`config.mk`:
```
export PLATFORM = sky130hd
export DESIGN_NAME = dsic_top
export DESIGN_NICKNAME = d
export VERILOG_FILES = /design/src/dsic_pkg.sv /design/src/dsic_delay_table.sv /design/src/dsic_top.sv
export SDC_FILE = /design/constraint.sdc
export NUM_CORES = 1
export LEC_CHECK = 0
export BUFFER_PORTS_ARGS = -buffer_cell sky130_fd_sc_hd__buf_2
export CELL_PAD_IN_SITES_DETAIL_PLACEMENT = 0
export CELL_PAD_IN_SITES_GLOBAL_PLACEMENT = 1
export CORE_UTILIZATION = 45
export CTS_CLUSTER_DIAMETER = 200
export DETAILED_ROUTE_END_ITERATION = 7
export PLACE_DENSITY_LB_ADDON = 0.12
export RECOVER_POWER = 50
export SKIP_LAST_GASP = 1
export SYNTH_ARGS = -nofsm -noshare
export SYNTH_HDL_FRONTEND = slang
export SYNTH_SLANG_ARGS = --single-unit
```
`constraint.sdc`:
```
create_clock -name CLK -period 4.3 [get_ports CLK]
set_clock_uncertainty 0.15 [all_clocks]
set_input_delay 0.86 -clock CLK [delete_from_list [all_inputs] [get_ports CLK]]
set_output_delay 0.86 -clock CLK [all_outputs]
set_load 0.1 [all_outputs]
```
`src/dsic_pkg.sv`:
```
// How it works
// RULE_01: transmit data taken from the TXD input
// RULE_02: received bits driven out on RXD
// RULE_03: effective RTS is pin OR software bit
// RULE_04: send TXD data only after CTS active
// RULE_05: half-duplex RTS starts training before data
// RULE_06: CTS active only when ready to send
// RULE_07: RLSD needs energy above threshold, not training
// RULE_08: four thresholds, two dB hysteresis, programmable
// RULE_09: effective DTR is pin OR software bit
// RULE_10: high-speed DTR starts handshake when data bit set
// RULE_11: answer mode sends answer tone at once; code sends none in half duplex mode
// RULE_12: low-speed DTR enters data; carrier follows RTS
// RULE_13: DTR drop in data mode returns idle
// RULE_14: DSR on in data state, off in loopback
// RULE_15: terminal ignores circuits but RI while DSR off
// RULE_16: status bit mirrors the DSR output
// RULE_17: RI low while ringing; status bit mirrors it
// RULE_18: transmit bit clock at data rate, symmetric
// RULE_19: transmit clock internal, external or receive-slaved
// RULE_20: external clock reproduced on transmit clock output
// RULE_21: receive bit clock at data rate, symmetric
// RULE_22: receive clock rises at centre of bit
// RULE_23: RTS to CTS delay from programmable table
// RULE_24: terminal changes TXD on falling, device samples rising
package dsic_pkg;
    localparam int CLK_MHZ = 40;
    localparam int RATE_W = 16;
    localparam int DLY_W = 16;
    localparam int LVL_W = 8;
    localparam int TBL_DEPTH = 4;
    localparam int TBL_AW = 2;
    // delay table reset value, per mode
    localparam int CTS_DELAY_US = 10;
    localparam logic [DLY_W-1:0] CTS_DELAY_CYC = DLY_W'(CTS_DELAY_US * CLK_MHZ);
    // levels are attenuation in dB below 0 dBm: larger means weaker
    localparam logic [LVL_W-1:0] HYST_DB = 8'h02;
    localparam logic [LVL_W-1:0] THR_ON_0 = 8'h2B;
    localparam logic [LVL_W-1:0] THR_ON_1 = 8'h21;
    localparam logic [LVL_W-1:0] THR_ON_2 = 8'h1A;
    localparam logic [1:0] THR_SEL_PROG = 2'h3;

    typedef enum logic [1:0] {
        DSIC_MODE_HALF = 2'b00,
        DSIC_MODE_HSFD = 2'b01,
        DSIC_MODE_LSFD = 2'b10
    } dsic_mode_t;

    typedef enum logic [1:0] {
        DSIC_CLK_INT = 2'b00,
        DSIC_CLK_EXT = 2'b01,
        DSIC_CLK_SLAVE = 2'b10
    } dsic_clksrc_t;

    typedef enum logic [1:0] {
        DSIC_ST_IDLE = 2'b00,
        DSIC_ST_HANDSHAKE = 2'b01,
        DSIC_ST_DATA = 2'b10
    } dsic_phase_t;

    typedef struct packed {
        logic sw_rts;
        logic sw_dtr;
        logic data_mode;
        logic answer_mode;
        logic ctrl_carrier;
        logic test_loop;
        dsic_mode_t mode;
        dsic_clksrc_t clk_src;
        logic [1:0] detect_threshold_select;
        logic [LVL_W-1:0] prog_on_db;
        logic [LVL_W-1:0] prog_off_db;
    } dsic_ctrl_t;

    typedef struct packed {
        logic demod_bit;
        logic demod_valid;
        logic [LVL_W-1:0] energy_db;
        logic training;
        logic ring_on;
        logic handshake_done;
    } dsic_rx_t;

    typedef struct packed {
        logic tx_bit;
        logic tx_valid;
        logic training;
        logic answer_tone;
        logic handshake;
        logic tx_on;
        logic rx_on;
        logic carrier_on;
    } dsic_pump_t;

    typedef struct packed {
        logic [1:0] txd_s;
        logic [1:0] rts_s;
        logic [1:0] dtr_s;
        logic [1:0] xclk_s;
        dsic_phase_t phase;
        logic [DLY_W-1:0] dly_cnt;
        logic cts_n;
        logic rlsd_n;
        logic dsr_n;
        logic ri_n;
        logic dsr_stat;
        logic ri_stat;
        logic rxd;
        logic rx_clk;
        logic [RATE_W-1:0] rx_cnt;
        logic tx_int;
        logic [RATE_W-1:0] tx_cnt;
        logic transmit_bit_clock_out;
        dsic_pump_t pump;
    } dsic_state_t;

    localparam dsic_state_t DSIC_STATE_RST = '{
        txd_s: 2'h3, rts_s: 2'h3, dtr_s: 2'h3, xclk_s: 2'h0,
        phase: DSIC_ST_IDLE, dly_cnt: '0,
        cts_n: 1'b1, rlsd_n: 1'b1, dsr_n: 1'b1, ri_n: 1'b1,
        dsr_stat: 1'b0, ri_stat: 1'b0, rxd: 1'b1, rx_clk: 1'b1,
        rx_cnt: '0, tx_int: 1'b0, tx_cnt: '0, transmit_bit_clock_out: 1'b0, pump: '0
    };
endpackage

```
`src/dsic_delay_table.sv`:
```
`timescale 1ns/10ps
module dsic_delay_table #(
    parameter int W = 16,
    parameter int DEPTH = 4,
    parameter int AW = 2,
    parameter logic [W-1:0] INIT = '0
) (
    input wire logic CLK,
    input wire logic ARST_N,
    input wire logic we,
    input wire logic [AW-1:0] waddr,
    input wire logic [W-1:0] wdata,
    input wire logic [AW-1:0] raddr,
    output logic [W-1:0] rdata
);
    logic [W-1:0] mem_reg [DEPTH];

    if (DEPTH > (1 << AW) || DEPTH < 1) begin : g_bad
        $error("delay table depth does not fit its address");
    end

    always_ff @(posedge CLK or negedge ARST_N) begin
        if (!ARST_N) begin
            for (int i = 0; i < DEPTH; i++) begin
                mem_reg[i] <= INIT;
            end
            rdata <= INIT;
        end else begin
            if (we && (32'(waddr) < DEPTH)) begin
                mem_reg[waddr] <= wdata;
            end
            rdata <= (32'(raddr) < DEPTH) ? mem_reg[raddr] : INIT;
        end
    end
endmodule

```
`src/dsic_top.sv`:
```
`timescale 1ns/10ps
module dsic_top (
    input wire logic CLK,
    input wire logic ARST_N,
    input wire logic TXD,
    input wire logic RTS_N,
    input wire logic DTR_N,
    input wire logic EXTERNAL_TRANSMIT_CLOCK_IN,
    input wire dsic_pkg::dsic_ctrl_t CTRL,
    input wire dsic_pkg::dsic_rx_t RX,
    input wire logic [dsic_pkg::RATE_W-1:0] BIT_HALF_CYCLES,
    input wire logic TBL_WE,
    input wire logic [dsic_pkg::TBL_AW-1:0] TBL_ADDR,
    input wire logic [dsic_pkg::DLY_W-1:0] TBL_WDATA,
    output logic RXD,
    output logic CTS_N,
    output logic RLSD_N,
    output logic DSR_N,
    output logic RI_N,
    output logic TRANSMIT_BIT_CLOCK_OUT,
    output logic RECEIVE_BIT_CLOCK_OUT,
    output logic DSR_STATUS,
    output logic RI_STATUS,
    output dsic_pkg::dsic_pump_t PUMP
);
    import dsic_pkg::*;

    dsic_state_t s_reg;
    dsic_state_t s_next;
    logic [DLY_W-1:0] cts_delay;
    logic rts;
    logic dtr;
    logic [LVL_W-1:0] on_db;
    logic [LVL_W-1:0] off_db;

    if (TBL_DEPTH < 3 || RATE_W < 2) begin : g_bad
        $error("delay table or rate counter too small");
    end

    // active-low pin and software bit, either one asserts
    function automatic logic asserted(input logic pin_n, input logic sw);
        return !pin_n || sw;
    endfunction

    function automatic logic [LVL_W-1:0] on_level(input logic [1:0] sel, input logic [LVL_W-1:0] prog);
        case (sel)
            2'h0: return THR_ON_0;
            2'h1: return THR_ON_1;
            2'h2: return THR_ON_2;
            default: return prog;
        endcase
    endfunction

    dsic_delay_table #(
        .W(DLY_W),
        .DEPTH(TBL_DEPTH),
        .AW(TBL_AW),
        .INIT(CTS_DELAY_CYC)
    ) u_table (
        .CLK(CLK),
        .ARST_N(ARST_N),
        .we(TBL_WE),
        .waddr(TBL_ADDR),
        .wdata(TBL_WDATA),
        .raddr(CTRL.mode),
        .rdata(cts_delay)
    );

    assign rts = asserted(s_reg.rts_s[1], CTRL.sw_rts); // RULE_03
    assign dtr = asserted(s_reg.dtr_s[1], CTRL.sw_dtr); // RULE_09
    assign on_db = on_level(CTRL.detect_threshold_select, CTRL.prog_on_db); // RULE_08

    // off level never closer than the hysteresis to the on level, except when clipped at FF
    always_comb begin
        logic [LVL_W:0] min_off;
        min_off = {1'b0, on_db} + {1'b0, HYST_DB};
        off_db = min_off[LVL_W] ? {LVL_W{1'b1}} : min_off[LVL_W-1:0];
        if (CTRL.detect_threshold_select == THR_SEL_PROG && CTRL.prog_off_db > off_db) begin
            off_db = CTRL.prog_off_db; // RULE_08
        end
    end

    always_comb begin
        logic tx_src;
        tx_src = 1'b0;
        s_next = s_reg;
        // pin synchronisers: stage 1 read only by stage 2
        s_next.txd_s = {s_reg.txd_s[0], TXD};
        s_next.rts_s = {s_reg.rts_s[0], RTS_N};
        s_next.dtr_s = {s_reg.dtr_s[0], DTR_N};
        s_next.xclk_s = {s_reg.xclk_s[0], EXTERNAL_TRANSMIT_CLOCK_IN};

        case (s_reg.phase)
            DSIC_ST_IDLE: begin
                if (dtr && CTRL.data_mode) begin
                    case (CTRL.mode)
                        DSIC_MODE_HSFD: s_next.phase = DSIC_ST_HANDSHAKE; // RULE_10
                        DSIC_MODE_LSFD: s_next.phase = DSIC_ST_DATA; // RULE_12
                        DSIC_MODE_HALF: s_next.phase = DSIC_ST_DATA;
                        default: s_next.phase = DSIC_ST_IDLE;
                    endcase
                end
            end
            DSIC_ST_HANDSHAKE: begin
                if (!dtr) begin
                    s_next.phase = DSIC_ST_IDLE;
                end else if (RX.handshake_done) begin
                    s_next.phase = DSIC_ST_DATA;
                end
            end
            DSIC_ST_DATA: begin
                if (!dtr) begin
                    s_next.phase = DSIC_ST_IDLE; // RULE_13
                end
            end
            default: s_next.phase = DSIC_ST_IDLE;
        endcase

        // rts to cts: count the mode's table delay, train meanwhile in half duplex
        if (s_next.phase == DSIC_ST_DATA && rts) begin
            if (s_reg.cts_n) begin
                if (s_reg.dly_cnt >= cts_delay) begin
                    s_next.cts_n = 1'b0; // RULE_04 RULE_06 RULE_23
                    s_next.pump.training = 1'b0;
                end else begin
                    s_next.dly_cnt = s_reg.dly_cnt + 1'b1;
                    s_next.pump.training = (CTRL.mode == DSIC_MODE_HALF); // RULE_05
                end
            end
        end else begin
            s_next.cts_n = 1'b1;
            s_next.dly_cnt = '0;
            s_next.pump.training = 1'b0;
        end

        s_next.pump.handshake = (s_next.phase == DSIC_ST_HANDSHAKE);
        s_next.pump.answer_tone = CTRL.answer_mode && ((s_next.phase == DSIC_ST_HANDSHAKE) ||
            (s_next.phase == DSIC_ST_DATA && CTRL.mode == DSIC_MODE_LSFD)); // RULE_11
        s_next.pump.tx_on = (s_next.phase != DSIC_ST_IDLE); // RULE_13
        s_next.pump.rx_on = (s_next.phase != DSIC_ST_IDLE);
        if (s_next.phase != DSIC_ST_DATA) begin
            s_next.pump.carrier_on = 1'b0;
        end else if (CTRL.mode == DSIC_MODE_LSFD && CTRL.ctrl_carrier) begin
            s_next.pump.carrier_on = rts; // RULE_12
        end else if (CTRL.mode == DSIC_MODE_HALF) begin
            s_next.pump.carrier_on = s_next.pump.training || !s_next.cts_n;
        end else begin
            s_next.pump.carrier_on = 1'b1;
        end

        s_next.dsr_n = !(s_next.phase == DSIC_ST_DATA && !CTRL.test_loop); // RULE_14
        s_next.dsr_stat = !s_next.dsr_n; // RULE_16
        s_next.ri_n = !RX.ring_on; // RULE_17
        s_next.ri_stat = RX.ring_on;

        // detector: on at or stronger than on level, off once weaker than off level
        if (RX.training) begin
            s_next.rlsd_n = 1'b1; // RULE_07
        end else if (RX.energy_db <= on_db) begin
            s_next.rlsd_n = 1'b0; // RULE_07
        end else if (RX.energy_db > off_db) begin
            s_next.rlsd_n = 1'b1;
        end

        // receive clock low in the first half of each bit, rising mid-bit
        if (RX.demod_valid) begin
            s_next.rxd = RX.demod_bit; // RULE_02
            s_next.rx_clk = 1'b0; // RULE_22
            s_next.rx_cnt = '0;
        end else if (!s_reg.rx_clk) begin
            if (s_reg.rx_cnt + 1'b1 >= BIT_HALF_CYCLES) begin
                s_next.rx_clk = 1'b1; // RULE_21 RULE_22
            end else begin
                s_next.rx_cnt = s_reg.rx_cnt + 1'b1;
            end
        end

        // internal clock: symmetric, one toggle per half bit
        if (s_reg.tx_cnt + 1'b1 >= BIT_HALF_CYCLES) begin
            s_next.tx_cnt = '0;
            s_next.tx_int = !s_reg.tx_int; // RULE_18
        end else begin
            s_next.tx_cnt = s_reg.tx_cnt + 1'b1;
        end

        case (CTRL.clk_src)
            DSIC_CLK_EXT: tx_src = s_reg.xclk_s[1]; // RULE_19 RULE_20
            DSIC_CLK_SLAVE: tx_src = s_reg.rx_clk; // RULE_19
            default: tx_src = s_reg.tx_int; // RULE_19
        endcase
        s_next.transmit_bit_clock_out = tx_src;

        // sample on the rising edge; terminal moves data on the falling one
        s_next.pump.tx_valid = tx_src && !s_reg.transmit_bit_clock_out && !s_reg.cts_n; // RULE_24 RULE_04
        if (tx_src && !s_reg.transmit_bit_clock_out) begin
            s_next.pump.tx_bit = s_reg.txd_s[1]; // RULE_01
        end
    end

    always_ff @(posedge CLK or negedge ARST_N) begin
        if (!ARST_N) begin
            s_reg <= DSIC_STATE_RST;
        end else begin
            s_reg <= s_next;
        end
    end

    assign RXD = s_reg.rxd;
    assign CTS_N = s_reg.cts_n;
    assign RLSD_N = s_reg.rlsd_n;
    assign DSR_N = s_reg.dsr_n;
    assign RI_N = s_reg.ri_n;
    assign TRANSMIT_BIT_CLOCK_OUT = s_reg.transmit_bit_clock_out;
    assign RECEIVE_BIT_CLOCK_OUT = s_reg.rx_clk;
    assign DSR_STATUS = s_reg.dsr_stat;
    assign RI_STATUS = s_reg.ri_stat;
    assign PUMP = s_reg.pump;
endmodule

```
==> metrics <==
first-pass GRT wire length 33.1 mm; # placed instances 1141; Die W between 100 and 150 um; Setup crit start CTRL[16]; Yosys top cell area share 0.363; Routed Antenna Nets 0; drt initial violations roughly 230; most common cell in the synthesized netlist dfrtp_1; syn avg cell area between 10 and 15 um^2; fmax 244 MHz; routing usage on met3 0.0336; switching portion of total power 0.304; routed wire length around 20 mm; nets approximately 1100; period utilisation layout 0.952; register area 0.00391 mm^2; vias in the first global route about 6700; Die Span Y 142 um; largest area contributor in the netlist dfrtp_1; CP max stage delay approximately 0.45 ns; cell area power density roughly 390 mW/mm^2; largest net degree at the start of global routing between 100 and 150; HPWL Detailed 14.3 mm; Int Power 2.81 mW; CTS max path bufs 2; stages on the worst setup path 21; Initial Utilization 0.465; area occupied by multi-input gates ~0.0046 mm^2; Sequential Power Share 0.447; clk_lat worst skew 0.43 ns; crit path time final just over 4 ns; Slew @ Worst Pin approximately 2.7 ns; root buffer cell clkbuf_16; global route overflow 0; met2 usage 0.344; R2R Path End s_reg[28]; flop2flop setup slack around 0.54 ns; mapped cell area 0.00881 mm^2; outcome finished, violations left; initial antenna violation count 1; Placer Congestion between 0.8 and 0.9; Pins Over Slew Limit 107; CP max FO 7; GR Util met1 0.286; final setup vio count 0; synth-to-layout area growth 16.9%; combinational fraction of design power 0.192; Wirelength per Cell 16.6 um; core area around 0.019 mm^2; DR DRC count 0; Clk pwr share 0.361; TritonCTS buffer count 17; CP Cell Sequence buf_2 -> and2_4 -> inv_4 -> ha_4 -> nand4b_1 -> or4_1 -> nand2_1 -> nor2_1 -> inv_1 -> ha_1 -> nand4_1 -> o21bai_4 -> a211oi_4 -> buf_4 -> mux2_4 -> ha_4 -> a21o_1 -> a21oi_2 -> nor3b_2 -> o21bai_1 -> a21o_1; endpoint class of the critical path register; Vias 6317; top post-synthesis cells by area dfrtp_1, ha_1, mux2_2, dfstp_2, mux4_2; clock-pin transition on the worst setup and hold timing paths about 0.07 ns; violated checks capacitance limit, slew limit; max reg flops between 60 and 70; Power Total about 4 mW; Die ar. around 0.020 mm^2; RSZ-0062 raised after global routing no; Max-slew headroom -0.809; Fin. Hold Viols 0; non-filler cells, final between 1000 and 1500; net switching power 1.23 mW; vias per cell 5.38; EDFF count, synth 0; IO Pins 99; drt pass-1 iters 4; layer with the highest usage met2; MaxCap Viol Count 1; Rows 50; WP buf/inv 4; GRT Util Overall 0.210; Req. time, crit path roughly 4.5 ns; arrival time at the worst endpoint 4.30 ns; Layout fillers around 1700; Port Buffers just under 100; CTS Sinks 155; Primary FF master, synth dfrtp_1; syn_nets 958; crit-path leading delay family simple AND/OR/NAND/NOR gates; setup TNS 0 ns; Hold Path Class reg -> reg; register area share after synthesis 0.444; Setup crit start kind input pin; Synth Warn # 0; Cell variety after synth 55; cell count after synthesis between 700 and 800; R2R depth 13; layout cells sized above 1 0.309; WS Path Type in -> reg; Leakage ~4.8 nW; worst setup path end RLSD_N; peak supply drop about 0.00028 V; r2r startpoint s_reg[26]; Synth Register Bits around 160; synth cell count leaders dfrtp_1, ha_1, mux2_2, inv_1, a21oi_1; Async SR Flop Fraction 1.00; CTS tree yes; H-tree depth 4; min-delay src s_next[69]; Worst path slowest cell or4_1
==> per-stage QoR <==
step	hold WS, ns	utilization	instance area, um^2	setup slack, ns
after CTS	0.201	0.543	10300	0.241
after global placement	0.193	0.513	9720	-0.0351
final	0.201	0.543	10300	0.204
after detailed placement	0.185	0.513	9720	-0.194
after floorplan	0.181	-	8920	0.00569
after global routing	0.208	0.543	10300	0.00637
==> cells by family after synthesis <==
family / synth area share
AO/OA/AOI/OAI: 0.0897
XOR/XNOR: 0.0328
adder cells (fa/ha/maj): 0.111
multiplexers: 0.138
AND/OR/NAND/NOR: 0.140
buffers and inverters: 0.0450
flip-flops: 0.444
==> layout by cell type, fill, tap and decap left out, types with 4 or more instances in the layout <==
master / n
nand3_1: 30
and2_1: 5
nand4_1: 14
mux4_2: 16
clkbuf_16: 17
nand2b_1: 5
or3_1: 5
mux2_4: 4
and3_1: 9
o31ai_1: 14
dfstp_2: 27
xnor2_1: 21
o211ai_1: 6
mux2_2: 69
nand3b_1: 7
a211oi_1: 6
dfrtp_1: 128
or4_1: 21
buf_4: 18
nor2_1: 31
inv_6: 4
o41ai_1: 4
xor2_1: 12
o21ai_0: 26
o21ai_1: 4
inv_8: 4
a21oi_1: 41
nor3_1: 6
ha_1: 76
a21o_1: 8
nand2_1: 37
inv_1: 60
nor2b_1: 26
buf_2: 95
==> power groups by stage <==
stage	logic, mW	clock network, mW	registers, mW
6_report	0.776	1.46	1.81
5_1_grt	0.863	1.56	1.83
4_1_cts	0.787	1.49	1.81
3_5_place_dp	0.783	0	1.83
3_3_place_gp	0.747	0	1.81
2_1_floorplan	0.543	0	1.83
==> metal layers <==
layer	wire, um	vias to the layer above
met3	589	26
met4	308	0
met5	0	-
met1	9350	3100
li1	-	3081
met2	9260	110
==> worst register-to-register path, cell delays in order (launching register included) <==
cell and delay, ns:
dfrtp_1 0.47, ha_1 0.31, and3_1 0.21, and3_1 0.21, nand4_1 0.13, xor2_1 0.21, inv_1 0.07, ha_1 0.30
a21o_1 0.18, a211oi_1 0.39, o21ai_1 0.13, buf_4 0.23, or4b_1 0.53, a21oi_1 0.15
==> layout make-up <==
class,count,share of cell area
Clock inverter,14,0.0147
Tap cell,260,0.0316
Clock buffer,18,0.0417
Multi-Input combinational cell,548,0.447
Antenna cell,1,0.000243
Sequential cell,155,0.380
Timing Repair Buffer,117,0.0624
Inverter,61,0.0225
==> worst min-delay path by stage <==
| stage | end | slack (ns) | depth (start not counted) |
|---|---|---|---|
| after global placement | s_reg[69] | 0.19 | 0 |
| after floorplan | s_reg[69] | 0.18 | 0 |
| final | s_reg[69] | 0.20 | 0 |
| after CTS | s_reg[69] | 0.20 | 0 |
| after global routing | s_reg[69] | 0.21 | 0 |
| after detailed placement | s_reg[69] | 0.18 | 0 |
==> timing repair <==
action / CTS / global route
hold buffers: 0 / 0
resized for setup: 0 / 2
buffers inserted: 0 / 0
setup endpoints to repair: 0 / 1
No activity file was read; power rests on OpenSTA's default activity.
